<file path="config.mk">
export PLATFORM = sky130hd
export DESIGN_NAME = rsw_supervisor
export DESIGN_NICKNAME = d
export VERILOG_FILES = /design/src/hw/rsw_pkg.sv /design/src/hw/rsw_glitch_filter.sv /design/src/hw/rsw_supervisor.sv
export SDC_FILE = /design/constraint.sdc
export NUM_CORES = 1
export LEC_CHECK = 0
export BUFFER_PORTS_ARGS = -buffer_cell sky130_fd_sc_hd__buf_2
export CORE_UTILIZATION = 55
export CTS_BUF_LIST = sky130_fd_sc_hd__clkbuf_16
export CTS_CLUSTER_DIAMETER = 60
export DETAILED_ROUTE_END_ITERATION = 16
export GPL_TIMING_DRIVEN = 0
export PLACE_DENSITY_LB_ADDON = 0.25
export REMOVE_ABC_BUFFERS = 1
export SLEW_MARGIN = 10
export SYNTH_ARGS = -nofsm -noshare
export SYNTH_HDL_FRONTEND = slang
export SYNTH_SLANG_ARGS = --single-unit
</file>
<file path="constraint.sdc">
create_clock -name sys_clk -period 8 [get_ports sys_clk]
set_input_delay 1.2 -clock sys_clk [delete_from_list [all_inputs] [get_ports sys_clk]]
set_output_delay 1.2 -clock sys_clk [all_outputs]
set_load 0.005 [all_outputs]
</file>
<file path="src/hw/rsw_pkg.sv">
// ****************************************************************
// shared constants and carriers of the reset supervisor
// ****************************************************************
package rsw_pkg;

    // clock figures
    localparam int CLK_PERIOD_NS     = 40;

    // reset hold times, as printed
    localparam int RST_HOLD_SHORT_NS = 500_000;      // about 0.5 ms
    localparam int RST_HOLD_LONG_NS  = 200_000_000;  // about 0.2 s
    // least times, so round up
    localparam int HOLD_SHORT_CYC    =
        (RST_HOLD_SHORT_NS + CLK_PERIOD_NS - 1) / CLK_PERIOD_NS;
    localparam int HOLD_LONG_CYC     =
        (RST_HOLD_LONG_NS + CLK_PERIOD_NS - 1) / CLK_PERIOD_NS;
    // capacitor hold, in capacitor oscillator periods
    localparam int RT_CAP_HOLD_TICKS = 64;

    // watchdog periods, in watchdog clock cycles
    localparam int WD_TIMEOUT_INT    = 8193;
    localparam int WD_UPPER_INT      = WD_TIMEOUT_INT - 1;
    localparam int WD_LOWER_INT      = WD_TIMEOUT_INT / 32;
    localparam int WD_TIMEOUT_EXT    = 129;
    localparam int WD_UPPER_EXT      = 128;
    localparam int WD_LOWER_EXT      = 5;
    // internal watchdog boundaries, as printed
    localparam int WD_LOWER_INT_NS   = 50_000_000;    // about 50 ms
    localparam int WD_UPPER_INT_NS   = 1_600_000_000; // about 1.6 s
    // one internal watchdog clock, longest time so round down
    localparam int WD_INT_TICK_CYC   =
        WD_UPPER_INT_NS / (CLK_PERIOD_NS * WD_TIMEOUT_INT);

    // glitch filter, least time so round up
    localparam int GLITCH_NS         = 200;
    localparam int GLITCH_CYC        =
        (GLITCH_NS + CLK_PERIOD_NS - 1) / CLK_PERIOD_NS;

    // counter widths
    localparam int HOLD_W            = 23;
    localparam int WD_W              = 14;
    localparam int PRE_W             = 13;

    // strap codes of the timing pins
    localparam logic [1:0] STRAP_OPEN = 2'h0;
    localparam logic [1:0] STRAP_BIAS = 2'h1;
    localparam logic [1:0] STRAP_CAP  = 2'h2;

    // bit positions in the filtered input vector
    localparam int IDX_SENSE  = 0;
    localparam int IDX_OVER   = 1;
    localparam int IDX_UNDER  = 2;
    localparam int IDX_LOCK   = 3;
    localparam int IDX_KICK   = 4;
    localparam int IDX_RTOSC  = 5;
    localparam int IDX_WTOSC  = 6;
    localparam int IDX_RTSTR  = 7;
    localparam int IDX_WTSTR  = 9;
    localparam int NUM_IN     = 11;
    // lockout assumed until the comparator says otherwise
    localparam logic [NUM_IN-1:0] FILTER_INIT = 11'h008;

    // supervisor states
    typedef enum logic [1:0] {
        ST_LOCKOUT,
        ST_FAULT,
        ST_HOLD,
        ST_RUN
    } rsw_state_e;

    // analog comparator results
    typedef struct packed {
        logic vinLockout;   // input supply under lockout
        logic voutUnder;    // regulated output under window
        logic voutOver;     // regulated output over window
        logic resetSense;   // sense input above threshold
    } rsw_cond_s;

    // strap state of the two timing pins
    typedef struct packed {
        logic [1:0] watchdogTimingPin;
        logic [1:0] resetTimingPin;
    } rsw_strap_s;

endpackage

</file>
<file path="src/hw/rsw_glitch_filter.sv">
`timescale 1ns/1ps

// ****************************************************************
// per-bit synchroniser and stability filter
// ****************************************************************
module rsw_glitch_filter #(
    parameter int              WIDTH      = 4,
    parameter int              FILTER_CYC = 5,
    parameter logic [WIDTH-1:0] INIT      = '0
) (
    input  wire logic             sys_clk,
    input  wire logic             srst,
    input  wire logic [WIDTH-1:0] rawIn,
    output logic      [WIDTH-1:0] cleanOut
);

    localparam int CW = $clog2(FILTER_CYC + 1);

    // whole state of the filter bank
    typedef struct packed {
        logic [WIDTH-1:0]         meta;   // first flop, read by sync only
        logic [WIDTH-1:0]         sync;   // second flop
        logic [WIDTH-1:0]         clean;  // accepted level
        logic [WIDTH-1:0][CW-1:0] cnt;    // stable-cycle counters
    } rsw_filt_s;

    rsw_filt_s filt_q;
    rsw_filt_s filt_d;

    // next state: a level is taken only after it stood still
    // long enough, so short pulses never reach the supervisor
    always_comb
    begin
        filt_d      = filt_q;
        filt_d.meta = rawIn;
        filt_d.sync = filt_q.meta;
        for (int i = 0; i < WIDTH; i++)
        begin
            if (filt_q.sync == filt_q.clean ? 1'b1 : 1'b0)
            begin
                filt_d.cnt[i] = filt_q.cnt[i];
            end
            if (filt_q.sync[i] == filt_q.clean[i])
            begin
                // level agrees, restart the count
                filt_d.cnt[i] = '0;
            end
            else if (filt_q.cnt[i] == CW'(FILTER_CYC - 1))
            begin
                // stood long enough, accept it
                filt_d.clean[i] = filt_q.sync[i];
                filt_d.cnt[i]   = '0;
            end
            else
            begin
                filt_d.cnt[i] = filt_q.cnt[i] + CW'(1);
            end
        end
    end

    // registers
    always_ff @(posedge sys_clk)
    begin
        if (srst)
        begin
            filt_q       <= '0;
            filt_q.meta  <= INIT;
            filt_q.sync  <= INIT;
            filt_q.clean <= INIT;
        end
        else
        begin
            filt_q <= filt_d;
        end
    end

    assign cleanOut = filt_q.clean;

endmodule

</file>
<file path="src/hw/rsw_supervisor.sv">
`timescale 1ns/1ps

// Function
// - reset low on low sense or bad output
// - hold reset after faults clear, then release
// - open reset timing pin gives short hold
// - reset timing pin on rail: long hold
// - short glitches on inputs are filtered out
// - supply lockout holds reset low always
// - hold count waits for lockout to end
// - in-range load transients are no fault
// - early or missing kick trips a reset
// - after watchdog hold, watchdog restarts at zero
// - watchdog cleared while reset is low
// - upper boundary one tick before timeout
// - internal timeout is 8193 watchdog ticks
// - capacitor timeout 129 ticks, upper at 128
// - capacitor lower boundary at tick five
// - internal lower boundary is timeout over 32
// - rail strap gives about 50 ms, 1.6 s
// - capacitor strap clocks watchdog from capacitor
module rsw_supervisor #(
    parameter int HOLD_SHORT_CYC    = rsw_pkg::HOLD_SHORT_CYC,
    parameter int HOLD_LONG_CYC     = rsw_pkg::HOLD_LONG_CYC,
    parameter int RT_CAP_HOLD_TICKS = rsw_pkg::RT_CAP_HOLD_TICKS,
    parameter int WD_INT_TICK_CYC   = rsw_pkg::WD_INT_TICK_CYC,
    parameter int FILTER_CYC        = rsw_pkg::GLITCH_CYC
) (
    input  wire logic               sys_clk,
    input  wire logic               srst,
    input  wire rsw_pkg::rsw_cond_s  supplyCond,
    input  wire logic               watchdogKickInput,
    input  wire rsw_pkg::rsw_strap_s timingStrap,
    input  wire logic               resetTimingOsc,
    input  wire logic               watchdogTimingOsc,
    output logic                    systemResetNO,
    output logic                    systemResetNOe,
    output logic                    watchdogTrip
);

    // ************************************************************
    // state
    // ************************************************************

    // whole state of the supervisor
    typedef struct packed {
        rsw_pkg::rsw_state_e         state;     // supervisor phase
        logic [1:0]                  rtMode;    // reset timing strap
        logic [1:0]                  wtMode;    // watchdog strap
        logic [rsw_pkg::HOLD_W-1:0]  holdCnt;   // hold time count
        logic [rsw_pkg::WD_W-1:0]    wdCnt;     // watchdog ticks
        logic [rsw_pkg::PRE_W-1:0]   preCnt;    // internal prescaler
        logic                        kickPrev;  // kick level before
        logic                        rtOscPrev; // reset osc before
        logic                        wtOscPrev; // watchdog osc before
        logic                        rstOe;     // pulling line low
        logic                        rstO;      // pin data, always 0
        logic                        trip;      // watchdog trip pulse
    } rsw_sup_s;

    rsw_sup_s sup_q;
    rsw_sup_s sup_d;

    // ************************************************************
    // input conditioning
    // ************************************************************

    logic [rsw_pkg::NUM_IN-1:0] rawIn;   // all asynchronous pins
    logic [rsw_pkg::NUM_IN-1:0] fltIn;   // synced and filtered

    // every pin, straps and oscillators too, crosses here
    assign rawIn = {timingStrap.watchdogTimingPin,
                    timingStrap.resetTimingPin,
                    watchdogTimingOsc,
                    resetTimingOsc,
                    watchdogKickInput,
                    supplyCond.vinLockout,
                    supplyCond.voutUnder,
                    supplyCond.voutOver,
                    supplyCond.resetSense};

    // glitch filter on every monitored input
    rsw_glitch_filter #(
        .WIDTH      (rsw_pkg::NUM_IN),
        .FILTER_CYC (FILTER_CYC),
        .INIT       (rsw_pkg::FILTER_INIT)
    ) u_filter (
        .sys_clk  (sys_clk),
        .srst     (srst),
        .rawIn    (rawIn),
        .cleanOut (fltIn)
    );

    logic fSense;      // sense input above threshold
    logic fOver;       // output above window
    logic fUnder;      // output below window
    logic fLock;       // input supply under lockout
    logic fKick;       // kick level
    logic fRtOsc;      // reset timing oscillator
    logic fWtOsc;      // watchdog timing oscillator

    assign fSense = fltIn[rsw_pkg::IDX_SENSE];
    assign fOver  = fltIn[rsw_pkg::IDX_OVER];
    assign fUnder = fltIn[rsw_pkg::IDX_UNDER];
    assign fLock  = fltIn[rsw_pkg::IDX_LOCK];
    assign fKick  = fltIn[rsw_pkg::IDX_KICK];
    assign fRtOsc = fltIn[rsw_pkg::IDX_RTOSC];
    assign fWtOsc = fltIn[rsw_pkg::IDX_WTOSC];

    // ************************************************************
    // timing decode
    // ************************************************************

    // hold length in ticks of the selected reset source
    function automatic logic [rsw_pkg::HOLD_W-1:0] holdLimit(
        input logic [1:0] mode
    );
        unique case (mode)
            rsw_pkg::STRAP_BIAS:
                holdLimit = rsw_pkg::HOLD_W'(HOLD_LONG_CYC);
            rsw_pkg::STRAP_CAP:
                holdLimit = rsw_pkg::HOLD_W'(RT_CAP_HOLD_TICKS);
            default:
                holdLimit = rsw_pkg::HOLD_W'(HOLD_SHORT_CYC);
        endcase
    endfunction

    // watchdog timeout in watchdog ticks
    function automatic logic [rsw_pkg::WD_W-1:0] wdTimeout(
        input logic [1:0] mode
    );
        if (mode == rsw_pkg::STRAP_CAP)
            wdTimeout = rsw_pkg::WD_W'(rsw_pkg::WD_TIMEOUT_EXT);
        else
            wdTimeout = rsw_pkg::WD_W'(rsw_pkg::WD_TIMEOUT_INT);
    endfunction

    // watchdog lower boundary in watchdog ticks
    function automatic logic [rsw_pkg::WD_W-1:0] wdLower(
        input logic [1:0] mode
    );
        if (mode == rsw_pkg::STRAP_CAP)
            wdLower = rsw_pkg::WD_W'(rsw_pkg::WD_LOWER_EXT);
        else
            wdLower = rsw_pkg::WD_W'(rsw_pkg::WD_LOWER_INT);
    endfunction

    logic                       faultNow;  // output or sense fault
    logic                       rtTick;    // reset timing enable
    logic                       wdTick;    // watchdog clock enable
    logic                       wdEnable;  // watchdog strapped on
    logic                       kickFall;  // falling kick edge
    logic [rsw_pkg::HOLD_W-1:0] holdEnd;   // hold length
    logic [rsw_pkg::WD_W-1:0]   wdEnd;     // timeout length
    logic [rsw_pkg::WD_W-1:0]   wdLow;     // lower boundary

    // only window comparator results count as output faults,
    // so in-range load steps never start a reset
    assign faultNow = !fSense || fOver || fUnder;

    // strap-selected clock enables for the shared counters
    assign rtTick   = (sup_q.rtMode == rsw_pkg::STRAP_CAP)
                    ? (fRtOsc && !sup_q.rtOscPrev) : 1'b1;
    assign wdTick   = (sup_q.wtMode == rsw_pkg::STRAP_CAP)
                    ? (fWtOsc && !sup_q.wtOscPrev)
                    : (sup_q.preCnt ==
                       rsw_pkg::PRE_W'(WD_INT_TICK_CYC - 1));
    assign wdEnable = (sup_q.wtMode == rsw_pkg::STRAP_BIAS)
                   || (sup_q.wtMode == rsw_pkg::STRAP_CAP);
    assign kickFall = sup_q.kickPrev && !fKick;
    assign holdEnd  = holdLimit(sup_q.rtMode);
    assign wdEnd    = wdTimeout(sup_q.wtMode);
    assign wdLow    = wdLower(sup_q.wtMode);

    // ************************************************************
    // supervisor sequence
    // ************************************************************

    // next state; lockout beats faults, faults beat the watchdog
    always_comb
    begin
        sup_d           = sup_q;
        sup_d.kickPrev  = fKick;
        sup_d.rtOscPrev = fRtOsc;
        sup_d.wtOscPrev = fWtOsc;
        sup_d.rstO      = 1'b0;
        sup_d.trip      = 1'b0;
        unique case (sup_q.state)
            rsw_pkg::ST_LOCKOUT:
            begin
                // straps are followed only while in lockout
                sup_d.rtMode  = fltIn[rsw_pkg::IDX_RTSTR +: 2];
                sup_d.wtMode  = fltIn[rsw_pkg::IDX_WTSTR +: 2];
                sup_d.holdCnt = '0;
                if (!fLock)
                    sup_d.state = faultNow ? rsw_pkg::ST_FAULT
                                           : rsw_pkg::ST_HOLD;
            end
            rsw_pkg::ST_FAULT:
            begin
                sup_d.holdCnt = '0;
                if (fLock)
                    sup_d.state = rsw_pkg::ST_LOCKOUT;
                else if (!faultNow)
                    sup_d.state = rsw_pkg::ST_HOLD;
            end
            rsw_pkg::ST_HOLD:
            begin
                if (fLock)
                    sup_d.state = rsw_pkg::ST_LOCKOUT;
                else if (faultNow)
                    sup_d.state = rsw_pkg::ST_FAULT;
                else if (rtTick)
                begin
                    if (sup_q.holdCnt >= holdEnd - 1'b1)
                    begin
                        // hold done, release and start watchdog
                        sup_d.state   = rsw_pkg::ST_RUN;
                        sup_d.holdCnt = '0;
                    end
                    else
                    begin
                        sup_d.holdCnt = sup_q.holdCnt + 1'b1;
                    end
                end
                if (fLock || faultNow)
                    sup_d.holdCnt = '0;
            end
            rsw_pkg::ST_RUN:
            begin
                if (fLock)
                    sup_d.state = rsw_pkg::ST_LOCKOUT;
                else if (faultNow)
                    sup_d.state = rsw_pkg::ST_FAULT;
                else if (wdEnable)
                begin
                    // internal prescaler wraps on each tick
                    if (wdTick)
                        sup_d.preCnt = '0;
                    else
                        sup_d.preCnt = sup_q.preCnt + 1'b1;
                    if (kickFall)
                    begin
                        // early or at the upper boundary: trip
                        if (sup_q.wdCnt < wdLow ||
                            sup_q.wdCnt >= wdEnd - 1'b1)
                            sup_d.trip = 1'b1;
                        else
                        begin
                            sup_d.wdCnt  = '0;
                            sup_d.preCnt = '0;
                        end
                    end
                    else if (wdTick)
                    begin
                        // reaching the timeout asserts reset
                        if (sup_q.wdCnt == wdEnd - 1'b1)
                            sup_d.trip = 1'b1;
                        else
                            sup_d.wdCnt = sup_q.wdCnt + 1'b1;
                    end
                end
                if (sup_d.trip)
                begin
                    sup_d.state   = rsw_pkg::ST_HOLD;
                    sup_d.holdCnt = '0;
                end
            end
        endcase
        // any way out of run, fault too, clears the watchdog
        if (sup_d.state != rsw_pkg::ST_RUN)
        begin
            sup_d.wdCnt  = '0;
            sup_d.preCnt = '0;
        end
        // line is pulled low in every state but run
        sup_d.rstOe = (sup_d.state != rsw_pkg::ST_RUN);
    end

    // registers; reset holds the line low, safe for the host
    always_ff @(posedge sys_clk)
    begin
        if (srst)
        begin
            sup_q       <= '0;
            sup_q.state <= rsw_pkg::ST_LOCKOUT;
            sup_q.rstOe <= 1'b1;
        end
        else
        begin
            sup_q <= sup_d;
        end
    end

    // outputs straight from flops; line only ever pulled low
    assign systemResetNO  = sup_q.rstO;
    assign systemResetNOe = sup_q.rstOe;
    assign watchdogTrip   = sup_q.trip;
endmodule

</file>
==> run_results.csv <==
group,metric,value,unit
setup_path,rr_endpoint,"sup_q[36]",
clocking,numCtsBuffers,17,
pwr,power.leakage,2.55,nW
cells_and_area,n_antenna_cell,0,
sta,hold_slack,0.409,ns
clocking,insertion_delay,0.42,ns
die,initial_core_util,57.4,%
clocking,cts_hold_buf,0,
clocking,root_buffer,"clkbuf_16",
clocking,cts_setup_buffers,0,
routing,drtPass1Iterations,5,
worst_hold_path,min_delay_worst_endpoint,"u_filter.filt_q[47]",
run,max-cap-violations,0,
global_routing,use_met3,6.04,%
setup_path,crit_slowest_cell,"o21bai_2",
worst_hold_path,hp-class,"flop to flop",
sta,fin_crit_sh,48.6,%
synthesis,synth.top_cell.area_share,40.3,%
routing,vias,5005,
outcome,status,"completed",
pwr,ir_worst_vdd,0.000171,V
setup_path,cp-end-kind,"flop",
placed_design,routabilityCongestion,0.818,
sta,rsz0062_at_grt,"false",
synthesis,synth_seq_area_share,40.3,%
setup_path,cp_max_fo,29,
synthesis,ys_ff_latch,127,
pwr,total_power,0.00142,W
routing,route.detailed.drc,0,
placed_design,place_inst,842,
synthesis,synth-edff-count,0,
setup_path,critPathLaunchType,"flop",
sta,finalSetupTns,0,ns
routing,ant_nets,0,
global_routing,grt_pass1_wl,20700,um
synthesis,synthArstFlopShare,0,%
global_routing,grt_busiest_layer,"met2",
placed_design,dp_hpwl,8290,um
routing,wirelength,12100,um
synthesis,syn_area_per_cell,8.82,sq um
cells_and_area,fin_nets,782,
clocking,htree_num_levels,4,
clocking,clockBufferDepth,2,
sta,fmax,0.257,GHz
placed_design,port_buffers,14,
synthesis,ys.flop_type,"dfxtp_1",
worst_hold_path,hold_depth,1,
die,die_h,109,um
setup_path,r2r-start,"sup_q[56]",
worst_hold_path,hold_start,"u_filter.filt_d[47]",
cells_and_area,drive_gt1_share,10.2,%
setup_path,rrSetupSlack,4.11,ns
synthesis,yosys_warnings,0,
global_routing,grt_use_met2,37.6,%
routing,drt_iter0_markers,318,
global_routing,grt_overflow,0,
sta,hold_viol,0,
setup_path,crit_family,"compound AO/OA/AOI/OAI gates",
synthesis,syn_area,6300,sq um
global_routing,grt_usage,22.0,%
setup_path,cp_data_required_time,8.27,ns
pwr,p_per_area,203,nW/um^2
setup_path,critPathKind,"flop to flop",
global_routing,grt_pass1_vias,4753,
setup_path,arrival,4.16,ns
sta,max_slew_margin,24.3,%
clocking,path_clk_slew,0.06,ns
sta,setup_violations,0,
die,dieArea,11900,sq um
routing,wl_per_cell,13.8,um
cells_and_area,area_growth,11.4,%
synthesis,synthDominantAreaCellType,"dfxtp_1",
die,core_area,11000,sq um
global_routing,grt_max_degree,71,
global_routing,global_route.usage.met1,25.8,%
global_routing,antenna_found_initial,0,
synthesis,yosys-top-cells-area,"dfxtp_1, ha_1, a21oi_1, nand2_1, nor2_1",
setup_path,path_buf_inv,1,
clocking,cts_sinks,127,
clocking,ctsResizeCount,0,
setup_path,max_stage_delay,0.82,ns
cells_and_area,stdcell_count,874,
clocking,cts_tree,"built",
sta,final-max-slew-violation-count,0,
setup_path,reg2reg_depth,9,
routing,via_per_inst,5.73,
sta,fin_crit,3.89,ns
synthesis,synth.distinct_cells,59,
die,io_pins,16,
die,rows,38,
sta,worst_pin_slew,1.13,ns
sta,finClkSkew,0.00695,ns
synthesis,syn-instance-count,714,
die,die_x,109,um
setup_path,cp_cell_sequence,"inv_1, ha_1, or3b_2, a2111o_1, a211oi_1, or3_1, o22ai_2, o21bai_2, nor2_1",
[power by group]
group,internal [W],switching (W)
registers,0.000639,0.00000304
clock network,0.000461,0.000300
logic,0.00000940,0.0000114
[layer usage]
layer | vias to the layer above | share of wire (%)
met5 | - | 0
met4 | 0 | 1.6
met3 | 17 | 3.7
met2 | 88 | 49
met1 | 2374 | 46
li1 | 2526 | -
[layout by cell type (no fill, tap or decap), drive strengths merged, types with 13 or more instances in the layout]
cell type and count:
nand3 26, ha 48, xnor2 19, and3 30, o21ai 13, nand2 60
a21oi 48, nor2b 24, xor2 21, mux2i 13, nor2 56, nor3 40
clkbuf 17, nand4 21, dfxtp 127, inv 47, buf 15
[logic make-up (layout without fill, tap and decap cells)]
group           count (synthesis)  after routing  share of synthesized area [%]
compound gates                 98             98                           9.77
mux                            13             13                           2.07
fa+ha+maj                      48             48                           9.53
flops                         127            127                           40.3
xor+xnor                       40             40                           5.56
other cells                     1              1                         0.0595
buf+inv                        69             89                           4.73
simple gates                  318            318                           27.9
[state kept, by name, indices dropped and copies added, names as in the netlist]
| signal | flops |
|---|---|
| sup_q | 59 |
| systemResetNOe | 1 |
| u_filter.cleanOut | 11 |
| u_filter.filt_d | 11 |
| u_filter.filt_q | 44 |
| watchdogTrip | 1 |
[worst register-to-register path: stages (launching register included)]
cell and delay (ns):
dfxtp_1 0.31, inv_1 0.05, ha_1 0.32, or3b_2 0.48, a2111o_1 0.46, a211oi_1 0.36, or3_1 0.41, o22ai_2 0.40
o21bai_2 0.83, nor2_1 0.13
[cell usage after synthesis, drive strengths merged (21+ instances only)]
master / number
nand4: 21
nor3: 40
nor2: 56
dfxtp: 127
a21oi: 48
xor2: 21
nand2: 60
inv: 42
and3: 30
nor2b: 24
nand3: 26
ha: 48
[final cells by class]
cell class | count | area (sq um)
clock buffer | 17 | 425
clock inverter | 15 | 159
fill | 915 | 3970
inverter | 42 | 158
multi-input combinational | 518 | 3480
sequential | 127 | 2540
tap | 140 | 175
timing repair buffer | 15 | 80.1
[metrics by stage]
stage               setup slack [ns]  utilization (%)  cell area (sq um)
finish                          4.11             63.9               7020
global route                    3.76             63.9               7020
CTS                             4.12             63.9               7020
detailed placement              4.14             58.6               6430
global placement                3.73             58.3               6410
floorplan                       4.66                -               6160
[how the worst max path moves through the flow]
stage          cells past startpoint  startpoint   endpoint  slack (ns)
2_1_floorplan                      9   sup_q[56]  sup_q[36]        4.66
6_report                           9   sup_q[56]  sup_q[36]        4.11
3_5_place_dp                       9   sup_q[56]  sup_q[37]        4.14
3_3_place_gp                       9   sup_q[56]  sup_q[37]        3.73
4_1_cts                            9   sup_q[56]  sup_q[36]        4.12
5_1_grt                            9   sup_q[56]  sup_q[37]        3.76
(Power assumes the default switching activity.)
